File: src/uocs_pkg.sv
/*
  Package for the dual-role port control and status block: register offsets,
  field positions, reset values and timing constants.
  Assumes a 100 MHz system clock and a 32-bit APB register bus.
*/
package uocs_pkg;

  // register byte offsets on the APB word map
  localparam logic [7:0] OFS_LINE_SESSION_STATUS   = 8'h00;
  localparam logic [7:0] OFS_PULL_AND_VBUS_CONTROL = 8'h04;
  localparam logic [7:0] OFS_POWER_SUSPEND_CONTROL = 8'h08;
  localparam logic [7:0] OFS_LAST_TRANSFER_STATUS  = 8'h0C;
  localparam logic [7:0] OFS_MODULE_CONTROL        = 8'h10;

  // line/session status fields
  localparam int BIT_PLUG_TYPE     = 7;
  localparam int BIT_LINE_STABLE   = 5;
  localparam int BIT_SESSION_VALID = 3;
  localparam int BIT_SESSION_END   = 2;
  localparam int BIT_VBUS_VALID    = 0;

  // pull and vbus control fields
  localparam int BIT_DP_PULLUP   = 7;
  localparam int BIT_DM_PULLUP   = 6;
  localparam int BIT_DP_PULLDOWN = 5;
  localparam int BIT_DM_PULLDOWN = 4;
  localparam int BIT_VBUS_POWER  = 3;
  localparam int BIT_DUAL_ROLE   = 2;
  localparam int BIT_VBUS_CHARGE = 1;
  localparam int BIT_VBUS_DISCH  = 0;

  // power/suspend control fields
  localparam int BIT_ACT_PENDING = 7;
  localparam int BIT_SLEEP_GUARD = 4;
  localparam int BIT_SUSPEND     = 1;
  localparam int BIT_MODULE_PWR  = 0;

  // last transfer status fields
  localparam int BIT_EP_LSB  = 4;
  localparam int BIT_DIR     = 3;
  localparam int BIT_PPBANK  = 2;

  // module control fields (host role, attach)
  localparam int BIT_HOST_ROLE = 3;
  localparam int BIT_ATTACH    = 0;

  // implemented-bit masks
  localparam logic [7:0] MASK_PULL_VBUS = 8'hFF;
  localparam logic [7:0] MASK_PWR_SUSP  = 8'h13;
  localparam logic [7:0] MASK_MOD_CTRL  = 8'h09;
  localparam logic [7:0] RESET_BYTE     = 8'h00;

  // line state must hold for this long before it counts as stable
  localparam int STABLE_TIME_US  = 1000;
  localparam int CLK_MHZ         = 100;
  localparam int STABLE_CYCLES   = STABLE_TIME_US * CLK_MHZ;

endpackage

File: src/uocs_top.sv
/*
  Dual-role port control and status block, APB slave.
  Holds the line/session status word, the pull and vbus control word, the
  power and suspend word, the last-transfer status word and a small module
  control word carrying the host role and attach bits that steer the
  hardware choice of resistors.

  Assumes synchronous inputs from comparators, line receivers and the serial
  engine; resistor and vbus outputs drive analog switches directly.
  Assumes the serial engine raises xfer_done for one cycle per completed
  transfer, with endpoint, direction and bank valid in that same cycle.
  Assumes resume_wake is a one-cycle pulse from the wake detector.

  Limitations: every register is one byte in the low byte of its word; the
  upper bytes read zero. Unmapped words answer with pslverr. The stability
  timer counts system clocks, so STABLE_CYCLES must match the clock rate.
  Read data is loaded in the setup cycle, so the register bus never waits.
*/
// Register access over APB and the register addresses were left to the implementer.
// Overview of operation
// - plug-type bit reads 1 with nothing or B cable, 0 with A plug.
// - line-stable bit is 1 only after line state unchanged for 1 ms.
// - session-valid bit follows the session-valid comparator.
// - session-end bit follows the session-end comparator.
// - vbus-valid bit follows the vbus-valid comparator.
// - upper byte and unimplemented bits read zero, ignore writes.
// - D+ and D- pull-up bits each connect their pull-up resistor.
// - D+ and D- pull-down bits each connect their pull-down resistor.
// - vbus power bit turns on the vbus supply.
// - dual-role enable selects software pulls; otherwise host/attach bits choose.
// - charge select picks 3.3V when 1, 5V when 0.
// - discharge bit switches in the resistive vbus discharge path.
// - hardware sets activity-pending on bus activity; meaningful while guard set.
// - suspend gates usb clock, lowers transceiver power; hardware may clear.
// - four-bit field holds endpoint number of last transfer.
// - direction bit reads 1 for transmit, 0 for receive.
// - bank bit reads 1 for odd bank, 0 for even.
// - last-transfer fields update with the transfer-done flag.
`timescale 1ns/1ps

module uocs_top #(
  parameter int STABLE_CYCLES = uocs_pkg::STABLE_CYCLES
) (
  input  wire logic        sys_clk,
  input  wire logic        sys_rst,
  // register bus
  input  wire logic        psel,
  input  wire logic        penable,
  input  wire logic        pwrite,
  input  wire logic [7:0]  paddr,
  input  wire logic [31:0] pwdata,
  output logic      [31:0] prdata,
  output logic             pready,
  output logic             pslverr,
  // cable-side levels, already synchronous
  input  wire logic        plug_id_in,
  input  wire logic        line_se0,
  input  wire logic        line_jstate,
  input  wire logic        cmp_session_valid,
  input  wire logic        cmp_session_end,
  input  wire logic        cmp_vbus_valid,
  // activity, wake and completion events
  input  wire logic        bus_activity,
  input  wire logic        resume_wake,
  input  wire logic        xfer_done,
  input  wire logic [3:0]  xfer_endpoint,
  input  wire logic        xfer_tx,
  input  wire logic        xfer_odd,
  // analog switch and power controls
  output logic             dplus_pullup_on,
  output logic             dminus_pullup_on,
  output logic             dplus_pulldown_on,
  output logic             dminus_pulldown_on,
  output logic             vbus_supply_on,
  output logic             vbus_charge_3v3,
  output logic             vbus_discharge_on,
  output logic             module_power_on,
  output logic             usb_clock_gate,
  output logic             xcvr_low_power,
  output logic             transfer_done_flag
);

  // software-owned control state
  logic [7:0]  pull_ctrl_q;
  logic [7:0]  mod_ctrl_q;
  logic        sleep_guard_q;
  logic        suspend_enable_q;
  logic        module_power_enable_q;

  // hardware-owned status state
  logic        activity_pending_flag_q;
  logic        act_set;
  logic [7:0]  status_q;
  logic [7:0]  status_d;
  logic [7:0]  last_xfer_q;
  logic [7:0]  last_xfer_d;
  logic        done_q;

  // line stability timer
  logic [1:0]  line_prev_q;
  logic [1:0]  line_now;
  logic        line_changed;
  logic        stable_reached;
  logic [31:0] stable_cnt_q;
  logic        line_stable_flag_q;

  // bus decode and read path
  logic        access;
  logic        wr_en;
  logic        rd_setup;
  logic        addr_ok;
  logic        sel_pull;
  logic        sel_power;
  logic        sel_mod;
  logic        wr_pull;
  logic        wr_power;
  logic        wr_mod;
  logic [7:0]  pwr_byte;
  logic [7:0]  rd_byte;
  logic [31:0] rd_word;
  logic [7:0]  wbyte;

  // hardware resistor choice when dual-role is off
  logic        hw_dp_pullup;
  logic        hw_dp_pulldown;
  logic        hw_dm_pulldown;

  // access phase and write/read strobes
  assign access   = psel && penable;
  assign wbyte    = pwdata[7:0];
  assign wr_en    = access && pwrite;
  assign rd_setup = psel && !penable && !pwrite; // prdata loads a cycle early
  assign pready   = 1'b1; // zero wait state: nothing here needs time
  assign pslverr  = access && !addr_ok;

  // per-register selects; writes to read-only words fall through
  assign sel_pull  = paddr == uocs_pkg::OFS_PULL_AND_VBUS_CONTROL;
  assign sel_power = paddr == uocs_pkg::OFS_POWER_SUSPEND_CONTROL;
  assign sel_mod   = paddr == uocs_pkg::OFS_MODULE_CONTROL;
  assign wr_pull   = wr_en && sel_pull;
  assign wr_power  = wr_en && sel_power;
  assign wr_mod    = wr_en && sel_mod;

  // address decode
  always_comb begin
    addr_ok = 1'b1;
    case (paddr)
      uocs_pkg::OFS_LINE_SESSION_STATUS,
      uocs_pkg::OFS_PULL_AND_VBUS_CONTROL,
      uocs_pkg::OFS_POWER_SUSPEND_CONTROL,
      uocs_pkg::OFS_LAST_TRANSFER_STATUS,
      uocs_pkg::OFS_MODULE_CONTROL: addr_ok = 1'b1;
      default: addr_ok = 1'b0;
    endcase
  end

  // pull and vbus control register, all bits writable
  always_ff @(posedge sys_clk or posedge sys_rst) begin
    if (sys_rst) begin
      pull_ctrl_q <= uocs_pkg::RESET_BYTE;
    end else if (wr_pull) begin
      pull_ctrl_q <= wbyte & uocs_pkg::MASK_PULL_VBUS;
    end
  end

  // host role and attach bits
  always_ff @(posedge sys_clk or posedge sys_rst) begin
    if (sys_rst) begin
      mod_ctrl_q <= uocs_pkg::RESET_BYTE;
    end else if (wr_mod) begin
      mod_ctrl_q <= wbyte & uocs_pkg::MASK_MOD_CTRL;
    end
  end

  // sleep guard, software owned; warns of an imminent suspend
  always_ff @(posedge sys_clk or posedge sys_rst) begin
    if (sys_rst) begin
      sleep_guard_q <= 1'b0;
    end else if (wr_power) begin
      sleep_guard_q <= wbyte[uocs_pkg::BIT_SLEEP_GUARD];
    end
  end

  // module power enable; software must drop the roles before clearing it
  always_ff @(posedge sys_clk or posedge sys_rst) begin
    if (sys_rst) begin
      module_power_enable_q <= 1'b0;
    end else if (wr_power) begin
      module_power_enable_q <= wbyte[uocs_pkg::BIT_MODULE_PWR];
    end
  end

  // suspend: hardware clears on resume wake; the clear wins only over a
  // write in the same cycle, so a wake is never lost
  always_ff @(posedge sys_clk or posedge sys_rst) begin
    if (sys_rst) begin
      suspend_enable_q <= 1'b0;
    end else if (resume_wake) begin
      suspend_enable_q <= 1'b0;
    end else if (wr_power) begin
      suspend_enable_q <= wbyte[uocs_pkg::BIT_SUSPEND];
    end
  end

  // activity only counts while software has announced a suspend
  assign act_set = bus_activity && sleep_guard_q;

  // activity pending: set by activity while guarded, software writes 0 to clear
  // set wins over a clear arriving in the same cycle
  always_ff @(posedge sys_clk or posedge sys_rst) begin
    if (sys_rst) begin
      activity_pending_flag_q <= 1'b0;
    end else if (act_set) begin
      activity_pending_flag_q <= 1'b1;
    end else if (!sleep_guard_q) begin
      activity_pending_flag_q <= 1'b0; // no meaning without guard
    end else if (wr_power) begin
      activity_pending_flag_q <= wbyte[uocs_pkg::BIT_ACT_PENDING];
    end
  end

  // line-state compare; se0 and j together form the state that must hold
  assign line_now       = {line_se0, line_jstate};
  assign line_changed   = line_prev_q != line_now;
  assign stable_reached = stable_cnt_q >= 32'(STABLE_CYCLES - 1);

  // previous line state, one cycle behind the pins
  always_ff @(posedge sys_clk or posedge sys_rst) begin
    if (sys_rst) begin
      line_prev_q <= 2'h0;
    end else begin
      line_prev_q <= line_now;
    end
  end

  // stability counter; stops at the end so it never wraps back to unstable
  always_ff @(posedge sys_clk or posedge sys_rst) begin
    if (sys_rst) begin
      stable_cnt_q <= 32'h0;
    end else if (line_changed) begin
      stable_cnt_q <= 32'h0;
    end else if (!stable_reached) begin
      stable_cnt_q <= stable_cnt_q + 32'h1;
    end
  end

  // stable flag drops the cycle after any change
  always_ff @(posedge sys_clk or posedge sys_rst) begin
    if (sys_rst) begin
      line_stable_flag_q <= 1'b0;
    end else if (line_changed) begin
      line_stable_flag_q <= 1'b0;
    end else if (stable_reached) begin
      line_stable_flag_q <= 1'b1;
    end
  end

  // comparator and plug levels gathered into the status byte
  always_comb begin
    status_d                              = 8'h00;
    status_d[uocs_pkg::BIT_PLUG_TYPE]     = plug_id_in;
    status_d[uocs_pkg::BIT_LINE_STABLE]   = line_stable_flag_q;
    status_d[uocs_pkg::BIT_SESSION_VALID] = cmp_session_valid;
    status_d[uocs_pkg::BIT_SESSION_END]   = cmp_session_end;
    status_d[uocs_pkg::BIT_VBUS_VALID]    = cmp_vbus_valid;
  end

  // status byte registered once, so a read never sees a half-settled level
  always_ff @(posedge sys_clk or posedge sys_rst) begin
    if (sys_rst) begin
      status_q <= uocs_pkg::RESET_BYTE;
    end else begin
      status_q <= status_d;
    end
  end

  // completion fields packed into the status byte layout
  assign last_xfer_d = {xfer_endpoint, xfer_tx, xfer_odd, 2'b00};

  // last transfer capture on completion
  always_ff @(posedge sys_clk or posedge sys_rst) begin
    if (sys_rst) begin
      last_xfer_q <= uocs_pkg::RESET_BYTE;
    end else if (xfer_done) begin
      last_xfer_q <= last_xfer_d;
    end
  end

  // transfer-done flag raised in the same edge as the capture
  always_ff @(posedge sys_clk or posedge sys_rst) begin
    if (sys_rst) begin
      done_q <= 1'b0;
    end else begin
      done_q <= xfer_done;
    end
  end
  assign transfer_done_flag = done_q;

  // power word: only pending, guard, suspend and power bits exist
  always_comb begin
    pwr_byte                            = 8'h00;
    pwr_byte[uocs_pkg::BIT_ACT_PENDING] = activity_pending_flag_q;
    pwr_byte[uocs_pkg::BIT_SLEEP_GUARD] = sleep_guard_q;
    pwr_byte[uocs_pkg::BIT_SUSPEND]     = suspend_enable_q;
    pwr_byte[uocs_pkg::BIT_MODULE_PWR]  = module_power_enable_q;
  end

  // read mux
  always_comb begin
    rd_byte = 8'h00;
    case (paddr)
      uocs_pkg::OFS_LINE_SESSION_STATUS:   rd_byte = status_q;
      uocs_pkg::OFS_PULL_AND_VBUS_CONTROL: rd_byte = pull_ctrl_q;
      uocs_pkg::OFS_POWER_SUSPEND_CONTROL: rd_byte = pwr_byte;
      uocs_pkg::OFS_LAST_TRANSFER_STATUS:  rd_byte = last_xfer_q;
      uocs_pkg::OFS_MODULE_CONTROL:        rd_byte = mod_ctrl_q;
      default:                             rd_byte = 8'h00;
    endcase
  end

  // upper three bytes are never implemented
  assign rd_word = {24'h0, rd_byte};

  // read data register; upper 24 bits always zero
  always_ff @(posedge sys_clk or posedge sys_rst) begin
    if (sys_rst) begin
      prdata <= 32'h0;
    end else if (rd_setup) begin
      prdata <= rd_word;
    end
  end

  // hardware choice: a host wants both pull-downs, an attached device D+ pull-up
  assign hw_dp_pullup   = mod_ctrl_q[uocs_pkg::BIT_ATTACH] && !mod_ctrl_q[uocs_pkg::BIT_HOST_ROLE];
  assign hw_dp_pulldown = mod_ctrl_q[uocs_pkg::BIT_HOST_ROLE];
  assign hw_dm_pulldown = mod_ctrl_q[uocs_pkg::BIT_HOST_ROLE];

  // resistor selection: software bits when dual-role enabled, else hardware
  always_comb begin
    if (pull_ctrl_q[uocs_pkg::BIT_DUAL_ROLE]) begin
      dplus_pullup_on    = pull_ctrl_q[uocs_pkg::BIT_DP_PULLUP];
      dminus_pullup_on   = pull_ctrl_q[uocs_pkg::BIT_DM_PULLUP];
      dplus_pulldown_on  = pull_ctrl_q[uocs_pkg::BIT_DP_PULLDOWN];
      dminus_pulldown_on = pull_ctrl_q[uocs_pkg::BIT_DM_PULLDOWN];
    end else begin
      dplus_pullup_on    = hw_dp_pullup;
      dminus_pullup_on   = 1'b0;           // hardware never picks the D- pull-up
      dplus_pulldown_on  = hw_dp_pulldown;
      dminus_pulldown_on = hw_dm_pulldown;
    end
  end

  // vbus and power outputs
  assign vbus_supply_on    = pull_ctrl_q[uocs_pkg::BIT_VBUS_POWER];
  assign vbus_charge_3v3   = pull_ctrl_q[uocs_pkg::BIT_VBUS_CHARGE];
  assign vbus_discharge_on = pull_ctrl_q[uocs_pkg::BIT_VBUS_DISCH];

  // power and suspend side effects
  assign module_power_on   = module_power_enable_q;
  assign usb_clock_gate    = suspend_enable_q;
  assign xcvr_low_power    = suspend_enable_q;

endmodule

File: config.mk
export PLATFORM = sky130hd
export DESIGN_NAME = uocs_top
export DESIGN_NICKNAME = d
export VERILOG_FILES = /design/src/uocs_pkg.sv /design/src/uocs_top.sv
export SDC_FILE = /design/constraint.sdc
export NUM_CORES = 1
export LEC_CHECK = 0
export BUFFER_PORTS_ARGS = -buffer_cell sky130_fd_sc_hd__buf_2
export CELL_PAD_IN_SITES_DETAIL_PLACEMENT = 2
export CELL_PAD_IN_SITES_GLOBAL_PLACEMENT = 2
export CORE_ASPECT_RATIO = 0.7
export CORE_MARGIN = 1.5
export CORE_UTILIZATION = 35
export CTS_BUF_LIST = sky130_fd_sc_hd__clkbuf_4
export DETAILED_ROUTE_END_ITERATION = 16
export PLACE_DENSITY_LB_ADDON = 0.1
export SYNTH_ARGS = -nofsm -noshare
export SYNTH_HDL_FRONTEND = slang
export SYNTH_SLANG_ARGS = --single-unit
File: constraint.sdc
create_clock -name sys_clk -period 4 [get_ports sys_clk]
set_clock_uncertainty 0.2 [all_clocks]
set_input_delay 0.4 -clock sys_clk [delete_from_list [all_inputs] [get_ports sys_clk]]
set_output_delay 0.4 -clock sys_clk [all_outputs]
set_load 0.03 [all_outputs]
**Yosys cells after proc, flatten, opt, wreduce, memory -nomap -nowiden**

Cells that the tools add are included.

- $add $sub $neg: 1
- Reductions and logical operators: 18
- $lt $le $gt $ge: 1
- Shifts and indexed selects: 0
- Divide/modulo/power cells: 0
- Bitwise logic cells: 0
- Muxes and demuxes: 15
- Equal/unequal tests: 7
- Multiply operators: 0

Operator list:

| kind | number |
|---|---|
| two-way mux 32 bit | 2 |
| case mux 8 bit (5 select lines) | 1 |
| adder 32 x 1 -> 32 bit (second input constant) | 1 |
| greater-or-equal comparator 32 x 17 -> 1 bit (second input constant) | 1 |
| equality test 8 x 4 -> 1 bit (second input constant) | 2 |
| two-way mux 1 bit | 12 |
| logical AND 1 bit | 10 |
| equality test 8 x 3 -> 1 bit (second input constant) | 1 |
| equality test 8 x 5 -> 1 bit (second input constant) | 1 |
| zero test 8 bit | 1 |
| OR reduction 5 bit | 1 |
| zero test 1 bit | 4 |
| nonzero test 2 bit | 2 |
| != test 3 x 1 -> 1 bit (second input constant) | 1 |
| != test 2 bit | 1 |
| != test 2 bit (second input constant) | 1 |

- Bits in latches: 0
- Memories kept: 0
- Bits in writable memories: 0
- Bits in read-only memories: 0
- Output and inout bits: 45
- Bits in registers: 69
- Word-level logic and storage cells: 55

**Depth between registers and ports, before layout**

Gate-level depths: netlist of the first run.

- Depth in word-level cells: 6
- Depth in mapped cells: 7

**Least setup slack after synthesis of the first run**

Ideal clock, no wire load.

- Path type: flip-flop to flip-flop
- Start point: reg stable_cnt_q[27]
- End point: reg stable_cnt_q[7]
- Setup slack: 1.827 ns
- Setup time: 0.078 ns
- Buffers on the path: 0
- Period minus slack after synthesis: 2.173 ns
- Arrival time: 1.895 ns
- Cell stages (with the launch flop): 6
- Data required time: 3.722 ns
- Path through: dfrtp_1 -> nor4_2 -> nand4_2 -> or3_4 -> or4_1 -> a21oi_1

- Longest elaborated chain between the ends: 2

RTL lines:

| item | line | RTL |
|---|---|---|
| start, declared | uocs_top.sv:104 | `logic [31:0] stable_cnt_q;` |
| start signal, assigned | uocs_top.sv:243 | `stable_cnt_q <= stable_cnt_q + 32'h1;` |
| greater-or-equal comparator 32 x 17 -> 1 bit | uocs_top.sv:225 | `assign stable_reached = stable_cnt_q >= 32'(STABLE_CYCLES - 1);` |
| != test 2 bit (no source line) | - |  |

No other way between the ends.
A chain may end at the register's enable or synchronous reset.

**Final worst setup path of the first run**

- Start point: reg stable_cnt_q[27]
- End point: reg stable_cnt_q[12]

Same word-level chain as after synthesis.

==> flow_metrics.tcl, run 1 <==
set metrics [dict create \
    setup.reg_to_reg.worst_slack_ps 1440 \
    finalNetCount 439 \
    net-switching-power_mw 0.3730 \
    power_frac_clock_pct 34.0 \
    synth_cells 298 \
    r2r_cells 5 \
    final.hold.worst_slack_ps 45.09 \
    die_width_um 118.7 \
    hpwlAfterDp_um 6097 \
    synth.distinct_cells 52 \
    timing.hold.worst_path_depth 2 \
    syn-cell-area_sq_um 3281 \
    cts_inserted_buffers 9 \
    route.vias.total 2511 \
    maxSlewViolCount 0 \
    post_cts_resized 0 \
    largest_area_contributor_in_the_netlist "sky130_fd_sc_hd__dfrtp_1" \
    p_int_mw 0.9510 \
    power.density_cell_area_nw_per_um2 334.4 \
    layout.cell_area.non_filler_sq_um 3960 \
    htreeDepth 3 \
    grt_overflow 0 \
    cts_tree "yes" \
    io_pins 105 \
    synthesis.yosys.warnings 0 \
    vias_per_cell 4.953 \
    finalWeightedCongestion 0.7285 \
    root_buffer "sky130_fd_sc_hd__clkbuf_4" \
    synth.area.top_cells "sky130_fd_sc_hd__dfrtp_1 53%, sky130_fd_sc_hd__mux2_2 6.5%, sky130_fd_sc_hd__buf_4 5.9%" \
    cp-end-kind "register" \
    sink_count_of_the_clock_tree 69 \
    critical_path.reg2reg.endpoint "stable_cnt_q[12]" \
    final_min_period_over_clock_period_pct 64.00 \
    clockBufferDepth 2 \
    setup_violations 0 \
    pin_count_of_the_biggest_net_entering_global_routing 33 \
    drt_pre_antenna_iters 4 \
    clk_latency_worst_skew_pair_ps 440 \
    routed_wire_length_um 8429 \
    synth.most_common_cell "sky130_fd_sc_hd__dfrtp_1" \
    crit_arrival_ps 2700 \
    r2r_path_start "stable_cnt_q[27]" \
    required_time_of_the_critical_path_ps 4140 \
    timing.critical_path.to "stable_cnt_q[12]" \
    coreArea_sq_um 9071 \
    vdd.ir_drop.worst_uv 200.4 \
    synth_commonest_cells "69 x sky130_fd_sc_hd__dfrtp_1, 26 x sky130_fd_sc_hd__buf_4, 23 x sky130_fd_sc_hd__nand2_1" \
    combinationalPowerShare_pct 11.6 \
    numPortBuffers 55 \
    synthesis_to_finish_area_growth_pct 20.71 \
    num_antenna_cells 0 \
    worst_slew_pin_slew_ps 798.1 \
    final.fill_count 985 \
    power.share.switching_pct 28.17 \
    drt_iter0_drc 91 \
    drive_gt1_share_pct 27.15 \
    synth_sequential_area_ratio_pct 52.63 \
    unrepaired_setup_endpoints_after_global_routing "no" \
    initial_utilization_pct 36.17 \
    peak_freq_mhz 390.6 \
    seqPwrFrac_pct 54.4 \
    first_global_vias 2694 \
    cap_violations 0 \
    antenna_found_initial 0 \
    placedInstanceArea_sq_um 3597 \
    core.rowCount 29 \
    die_height_um 84 \
    critPathKind "register to register" \
    fin_setup_tns_ps 0 \
    cts.reportedPaths.clkPinSlew_ps 120 \
    final_critical_path_setup_slack_ps 1440 \
    fin_crit_ps 2560 \
    cellLeakagePower_nw 1.947 \
    synth-main-ff-cell "sky130_fd_sc_hd__dfrtp_1" \
    hold_violations 0 \
    drcViolationCount 0 \
    gr-usage-all-layers_pct 18.74 \
    count_of_flip_flops_with_a_built_in_enable_after_synthesis 0 \
    ant_nets 0 \
    post_drt_wl_per_cell_um 16.63 \
    timing.critical_path.from "stable_cnt_q[27]" \
    setup.worst_path.start_class "register" \
    ys_seq_elements 69 \
    crit_path_max_fanout 7 \
    relSlewSlack_pct 46.66 \
    synth_top_area_share_pct 52.63 \
    grt_first_pass_wirelength_um 14170 \
    ys_async_sr_fraction_pct 100.0 \
    dieArea_sq_um 9972 \
    postSynthAreaPerCell_sq_um 11.01 \
    preCtsSetupSlack_ps 1394 \
    run_status "finished clean" \
    timing.hold.worst.class "input pin to register" \
]
==> power by group through the flow <==
| stage | clock network [mW] | registers, mW | logic, mW |
|---|---|---|---|
| global route | 0.501 | 0.722 | 0.169 |
| floorplan | 0 | 0.733 | 0.107 |
| CTS | 0.475 | 0.720 | 0.155 |
| finish | 0.450 | 0.720 | 0.154 |
| global placement | 0 | 0.733 | 0.135 |
| detailed placement | 0 | 0.734 | 0.137 |
==> kinds of logic after synthesis <==
logic type      count (synthesis)  share of synthesized area (%)
compound gates                 42                          9.191
other cells                     2                         0.2289
simple gates                  109                          18.65
xor+xnor                        7                          1.869
buf+inv                        41                          7.704
flops                          69                          52.63
fa+ha+maj                       1                         0.3813
mux                            27                          9.344
==> per-layer routing <==
layer	track usage (%)	vias to the layer above	wire, um
met5	0	-	0
met4	5.586	0	93
met3	6.148	9	330
met2	29.39	54	3871
met1	24.78	1267	4134
li1	-	1181	-
==> layout make-up <==
| cell class | instances | area [sq um] | area share, % |
|---|---|---|---|
| flip-flops and latches | 69 | 1727 | 43.60 |
| multi-input cells | 211 | 1388 | 35.04 |
| repair buffers | 83 | 543.0 | 13.71 |
| well taps | 124 | 155.1 | 3.918 |
| clock buffers | 9 | 67.56 | 1.706 |
| clock inverters | 7 | 65.06 | 1.643 |
| inverters | 4 | 15.01 | 0.3791 |
==> layout by cell type, fill, tap and decap left out, drive strengths merged, types with 2 or more instances in the layout <==
cell type	Yosys	layout
nand3	8	8
nor3	5	5
a21boi	2	2
mux2	19	19
or3	4	4
nand4	4	4
a22oi	2	2
buf	29	60
mux2i	7	7
clkinv	0	3
a32o	2	2
dlygate4sd3	0	23
o41ai	2	2
nor4b	2	2
nor4	7	7
nor2	22	22
clkbuf	8	9
o31ai	5	5
o311ai	2	2
or4	3	3
nor2b	2	2
xnor2	6	6
a31oi	4	4
clkinvlp	0	2
conb	2	25
inv	4	5
nand2	23	23
and2	3	3
o21a	2	2
and3	18	18
nand2b	4	4
a22o	2	2
a21oi	7	7
o21ai	6	6
dfrtp	69	69
==> critical path, stage by stage (launching register included) <==
cell and delay (ps):
sky130_fd_sc_hd__dfrtp_1 400, sky130_fd_sc_hd__nor4_2 350, sky130_fd_sc_hd__nand4_2 270, sky130_fd_sc_hd__nor4b_2 790, sky130_fd_sc_hd__a21boi_0 210, sky130_fd_sc_hd__o21a_1 230
==> metrics by stage <==
step	total power [mW]	utilization (%)	instances
2_1_floorplan	0.8401	-	321
3_3_place_gp	0.8684	39.66	468
3_5_place_dp	0.8713	39.66	468
4_1_cts	1.350	43.66	507
5_1_grt	1.393	43.66	507
6_report	1.324	43.66	507
==> flip-flops by register name (all words and copies together), names as in the netlist <==
name                     flops
sleep_guard_q                1
activity_pending_flag_q      1
usb_clock_gate               1
stable_cnt_q                32
line_stable_flag_q           1
transfer_done_flag           1
status_q                     5
mod_ctrl_q                   2
prdata                       8
line_prev_q                  2
module_power_on              1
pull_ctrl_q                  8
last_xfer_q                  6
==> how the worst min path moves through the flow <==
stage	slack [ps]	endpoint	startpoint
3_3_place_gp	140	stable_cnt_q[23]	sys_rst
3_5_place_dp	140	stable_cnt_q[23]	sys_rst
5_1_grt	10	activity_pending_flag_q	bus_activity
4_1_cts	20	activity_pending_flag_q	bus_activity
2_1_floorplan	150	status_q[5]	line_stable_flag_q
6_report	50	activity_pending_flag_q	bus_activity
==> repair_timing <==
item / CTS / global route
hold buffers: 23 / 0
buffers inserted: 0 / 0
hold endpoints to repair: 37 / 0
Power figures use the tool's default switching activity.
==> inputs of run 2 (changes only) <==
Settings changed: ABC_AREA set to 1, CORE_UTILIZATION 35 to 30.
Clock period 4 ns to 2.6 ns, I/O delays scaled along.
==> run 2 against run 1 <==
- sequential cell count did not move
- clock power rose by 51%
- cell count rose by 43%
- largest cell class unchanged
- highest routed layer unchanged
==> flow_metrics.tcl, run 2 <==
set metrics [dict create \
    run_status "finished clean" \
    grt_first_pass_wirelength_um 18260 \
    htreeDepth 3 \
    cts_inserted_buffers 9 \
    final_min_period_over_clock_period_pct 85.46 \
    multi_input_area_sq_um 1525 \
    largest_register_ff_count 32 \
    drt_iter0_drc 145 \
    cap_violations 0 \
    num_antenna_cells 0 \
    unrepaired_setup_endpoints_after_global_routing "no" \
    dieArea_sq_um 12860 \
    first_global_vias 3525 \
    layout.cells.most_common "sky130_fd_sc_hd__nand2_1" \
    setup_violations 0 \
    crit_arrival_ps 2330 \
    synth_sequential_area_ratio_pct 47.28 \
    grt_use_met3_pct 4.200 \
    finalNetCount 624 \
    gr-usage-met2_pct 28.16 \
    core.rowCount 33 \
    final.fill_count 1420 \
    drt_pre_antenna_iters 4 \
    cp-end-kind "register" \
    sink_count_of_the_clock_tree 69 \
    clockBufferDepth 2 \
    synth_commonest_cells "127 x sky130_fd_sc_hd__nand2_1, 69 x sky130_fd_sc_hd__dfrtp_1, 59 x sky130_fd_sc_hd__nor2_1" \
    top_usage_layer "met2" \
    post_drt_wl_per_cell_um 15.45 \
    drcViolationCount 0 \
    synth-main-ff-cell "sky130_fd_sc_hd__dfrtp_1" \
    p_int_mw 1.469 \
    count_of_flip_flops_with_a_built_in_enable_after_synthesis 0 \
    grt.met1_usage_pct 27.65 \
    pin_count_of_the_biggest_net_entering_global_routing 70 \
    fin_total_pwr_mw 2.026 \
    synthesis.yosys.warnings 0 \
    seqPwrFrac_pct 54.6 \
    largestRegisters "stable_cnt_q: 32 flops, prdata: 8 flops, pull_ctrl_q: 8 flops" \
    cts_tree "yes" \
    drive_gt1_share_pct 15.90 \
    power_frac_clock_pct 33.5 \
    root_buffer "sky130_fd_sc_hd__clkbuf_4" \
    cts.reportedPaths.clkPinSlew_ps 110 \
    fin_crit_ps 2222 \
    finalWeightedCongestion 0.7842 \
    required_time_of_the_critical_path_ps 2700 \
    critPathKind "input pin to register" \
    antenna_found_initial 0 \
    route.vias.total 3271 \
    gr-usage-all-layers_pct 18.75 \
    vdd.ir_drop.worst_uv 191.0 \
    power.density_cell_area_nw_per_um2 461.0 \
    hpwlAfterDp_um 8330 \
    postLayoutCoreUtil_pct 37.34 \
    mostFrequentLayoutCells "127 x sky130_fd_sc_hd__nand2_1, 69 x sky130_fd_sc_hd__dfrtp_1, 59 x sky130_fd_sc_hd__nor2_1" \
    ys_seq_elements 69 \
    syn-cell-area_sq_um 3652 \
    peak_freq_mhz 450.0 \
    coreArea_sq_um 11770 \
    synth_cells 477 \
    net-switching-power_mw 0.5563 \
    vias_per_cell 4.524 \
    hold_violations 0 \
    seq_area_sq_um 1727 \
    regMostFlops "stable_cnt_q" \
    die_height_um 95.32 \
    crit_path_max_fanout 6 \
    post_cts_resized 0 \
    synth.most_common_cell "sky130_fd_sc_hd__nand2_1" \
    power.share.switching_pct 27.47 \
    timing.hold.worst.class "input pin to register" \
    grt_overflow 0 \
    ant_nets 0 \
    routed_wire_length_um 11170 \
    fin_setup_tns_ps 0 \
    synth.distinct_cells 34 \
    maxSlewViolCount 0 \
    postSynthAreaPerCell_sq_um 7.657 \
    setup.worst_path.start_class "input pin" \
    combinationalPowerShare_pct 11.9 \
    ys_async_sr_fraction_pct 100.0 \
    numPortBuffers 55 \
    io_pins 105 \
    initial_utilization_pct 31.04 \
    clk_latency_worst_skew_pair_ps 410 \
    synth_top_area_share_pct 47.28 \
    largest_area_contributor_in_the_netlist "sky130_fd_sc_hd__dfrtp_1" \
    die_width_um 134.9 \
    synth.area.top_cells "sky130_fd_sc_hd__dfrtp_1 47%, sky130_fd_sc_hd__nand2_1 13%, sky130_fd_sc_hd__nand3_1 7.7%" \
    relSlewSlack_pct 57.87 \
    worst_slew_pin_slew_ps 629.9 \
    cellLeakagePower_nw 2.286 \
    synthesis_to_finish_area_growth_pct 20.32 \
]
-- run 2: changes by cell type in the layout (fill, tap and decap cells not counted), sizes merged, moves of 5 or more --
cell and change:
inv +56, mux2 -17, xnor2 -5, nand3 +49, xor2 +5, and3 -18, o21ai +24, mux2i -7
nor4 -7, o31ai -5, nand2 +105, nor2 +41
-- run 2: area by class of cell --
class	instances	share of cell area, %
flip-flops and latches	69	39.29
multi-input cells	335	34.71
repair buffers	87	13.55
inverters	61	5.211
well taps	157	4.470
clock buffers	11	1.879
clock inverters	3	0.8827
-- run 2: worst max-delay path: stages --
cell and delay [ps]:
sky130_fd_sc_hd__dlygate4sd3_1 520, sky130_fd_sc_hd__buf_2 120, sky130_fd_sc_hd__inv_1 80, sky130_fd_sc_hd__nor2_1 230, sky130_fd_sc_hd__nand3_1 280, sky130_fd_sc_hd__nor2_1 200, sky130_fd_sc_hd__nor3_1 70, sky130_fd_sc_hd__dlygate4sd3_1 570
-- run 2: per-layer routing --
metal	part of all wire (%)	routed length (um)	vias to the layer above
li1	-	-	1616
met1	54	6020	1590
met2	42	4691	57
met3	3.3	372	8
met4	0.80	89	0
met5	0	0	-
-- run 2: cells by family after synthesis --
family / Yosys count / share of synthesized area, %
AND/OR/NAND/NOR: 263 / 31.07
adder cells (fa/ha/maj): 1 / 0.3425
multiplexers: 2 / 0.6166
AO/OA/AOI/OAI: 37 / 5.482
XOR/XNOR: 7 / 1.679
buffers and inverters: 96 / 13.33
flip-flops: 69 / 47.28
other: 2 / 0.2056
-- run 2: power groups by stage --
stage          Combinational (mW)  Clock, mW  Sequential [mW]
2_1_floorplan               0.163          0             1.13
3_3_place_gp                0.207          0             1.13
3_5_place_dp                0.214          0             1.13
4_1_cts                     0.244      0.718             1.11
5_1_grt                     0.265      0.767             1.11
6_report                    0.241      0.678             1.11
-- run 2: path summary, 6_finish.rpt --
kind                                    endpoint          startpoint  slack (ps)  depth (start not counted)
worst max-delay path              usb_clock_gate              pwrite         380                          8
worst min-delay path                   prdata[3]             penable         140                          5
min in group asynchronous       stable_cnt_q[15]             sys_rst         260                          4
worst min register to register       status_q[5]  line_stable_flag_q         200                          0
worst max register to register  stable_cnt_q[13]     stable_cnt_q[0]         430                          8
max in group asynchronous              prdata[7]             sys_rst        1620                          4
-- run 2: repair_timing --
item	CTS	global route
setup buffers	0	0
hold buffers	27	0
endpoints found under the setup margin	0	0
endpoints found under the hold margin	104	0
-- run 2: per-stage QoR --
step	setup WS, ps	area [sq um]	instances	hold slack, ps
2_1_floorplan	400.1	3739	500	91.43
3_3_place_gp	536.1	4003	682	162.9
3_5_place_dp	481.5	4003	682	169.7
4_1_cts	428.6	4394	723	123.2
5_1_grt	263.7	4394	723	152.4
6_report	378.0	4394	723	144.4
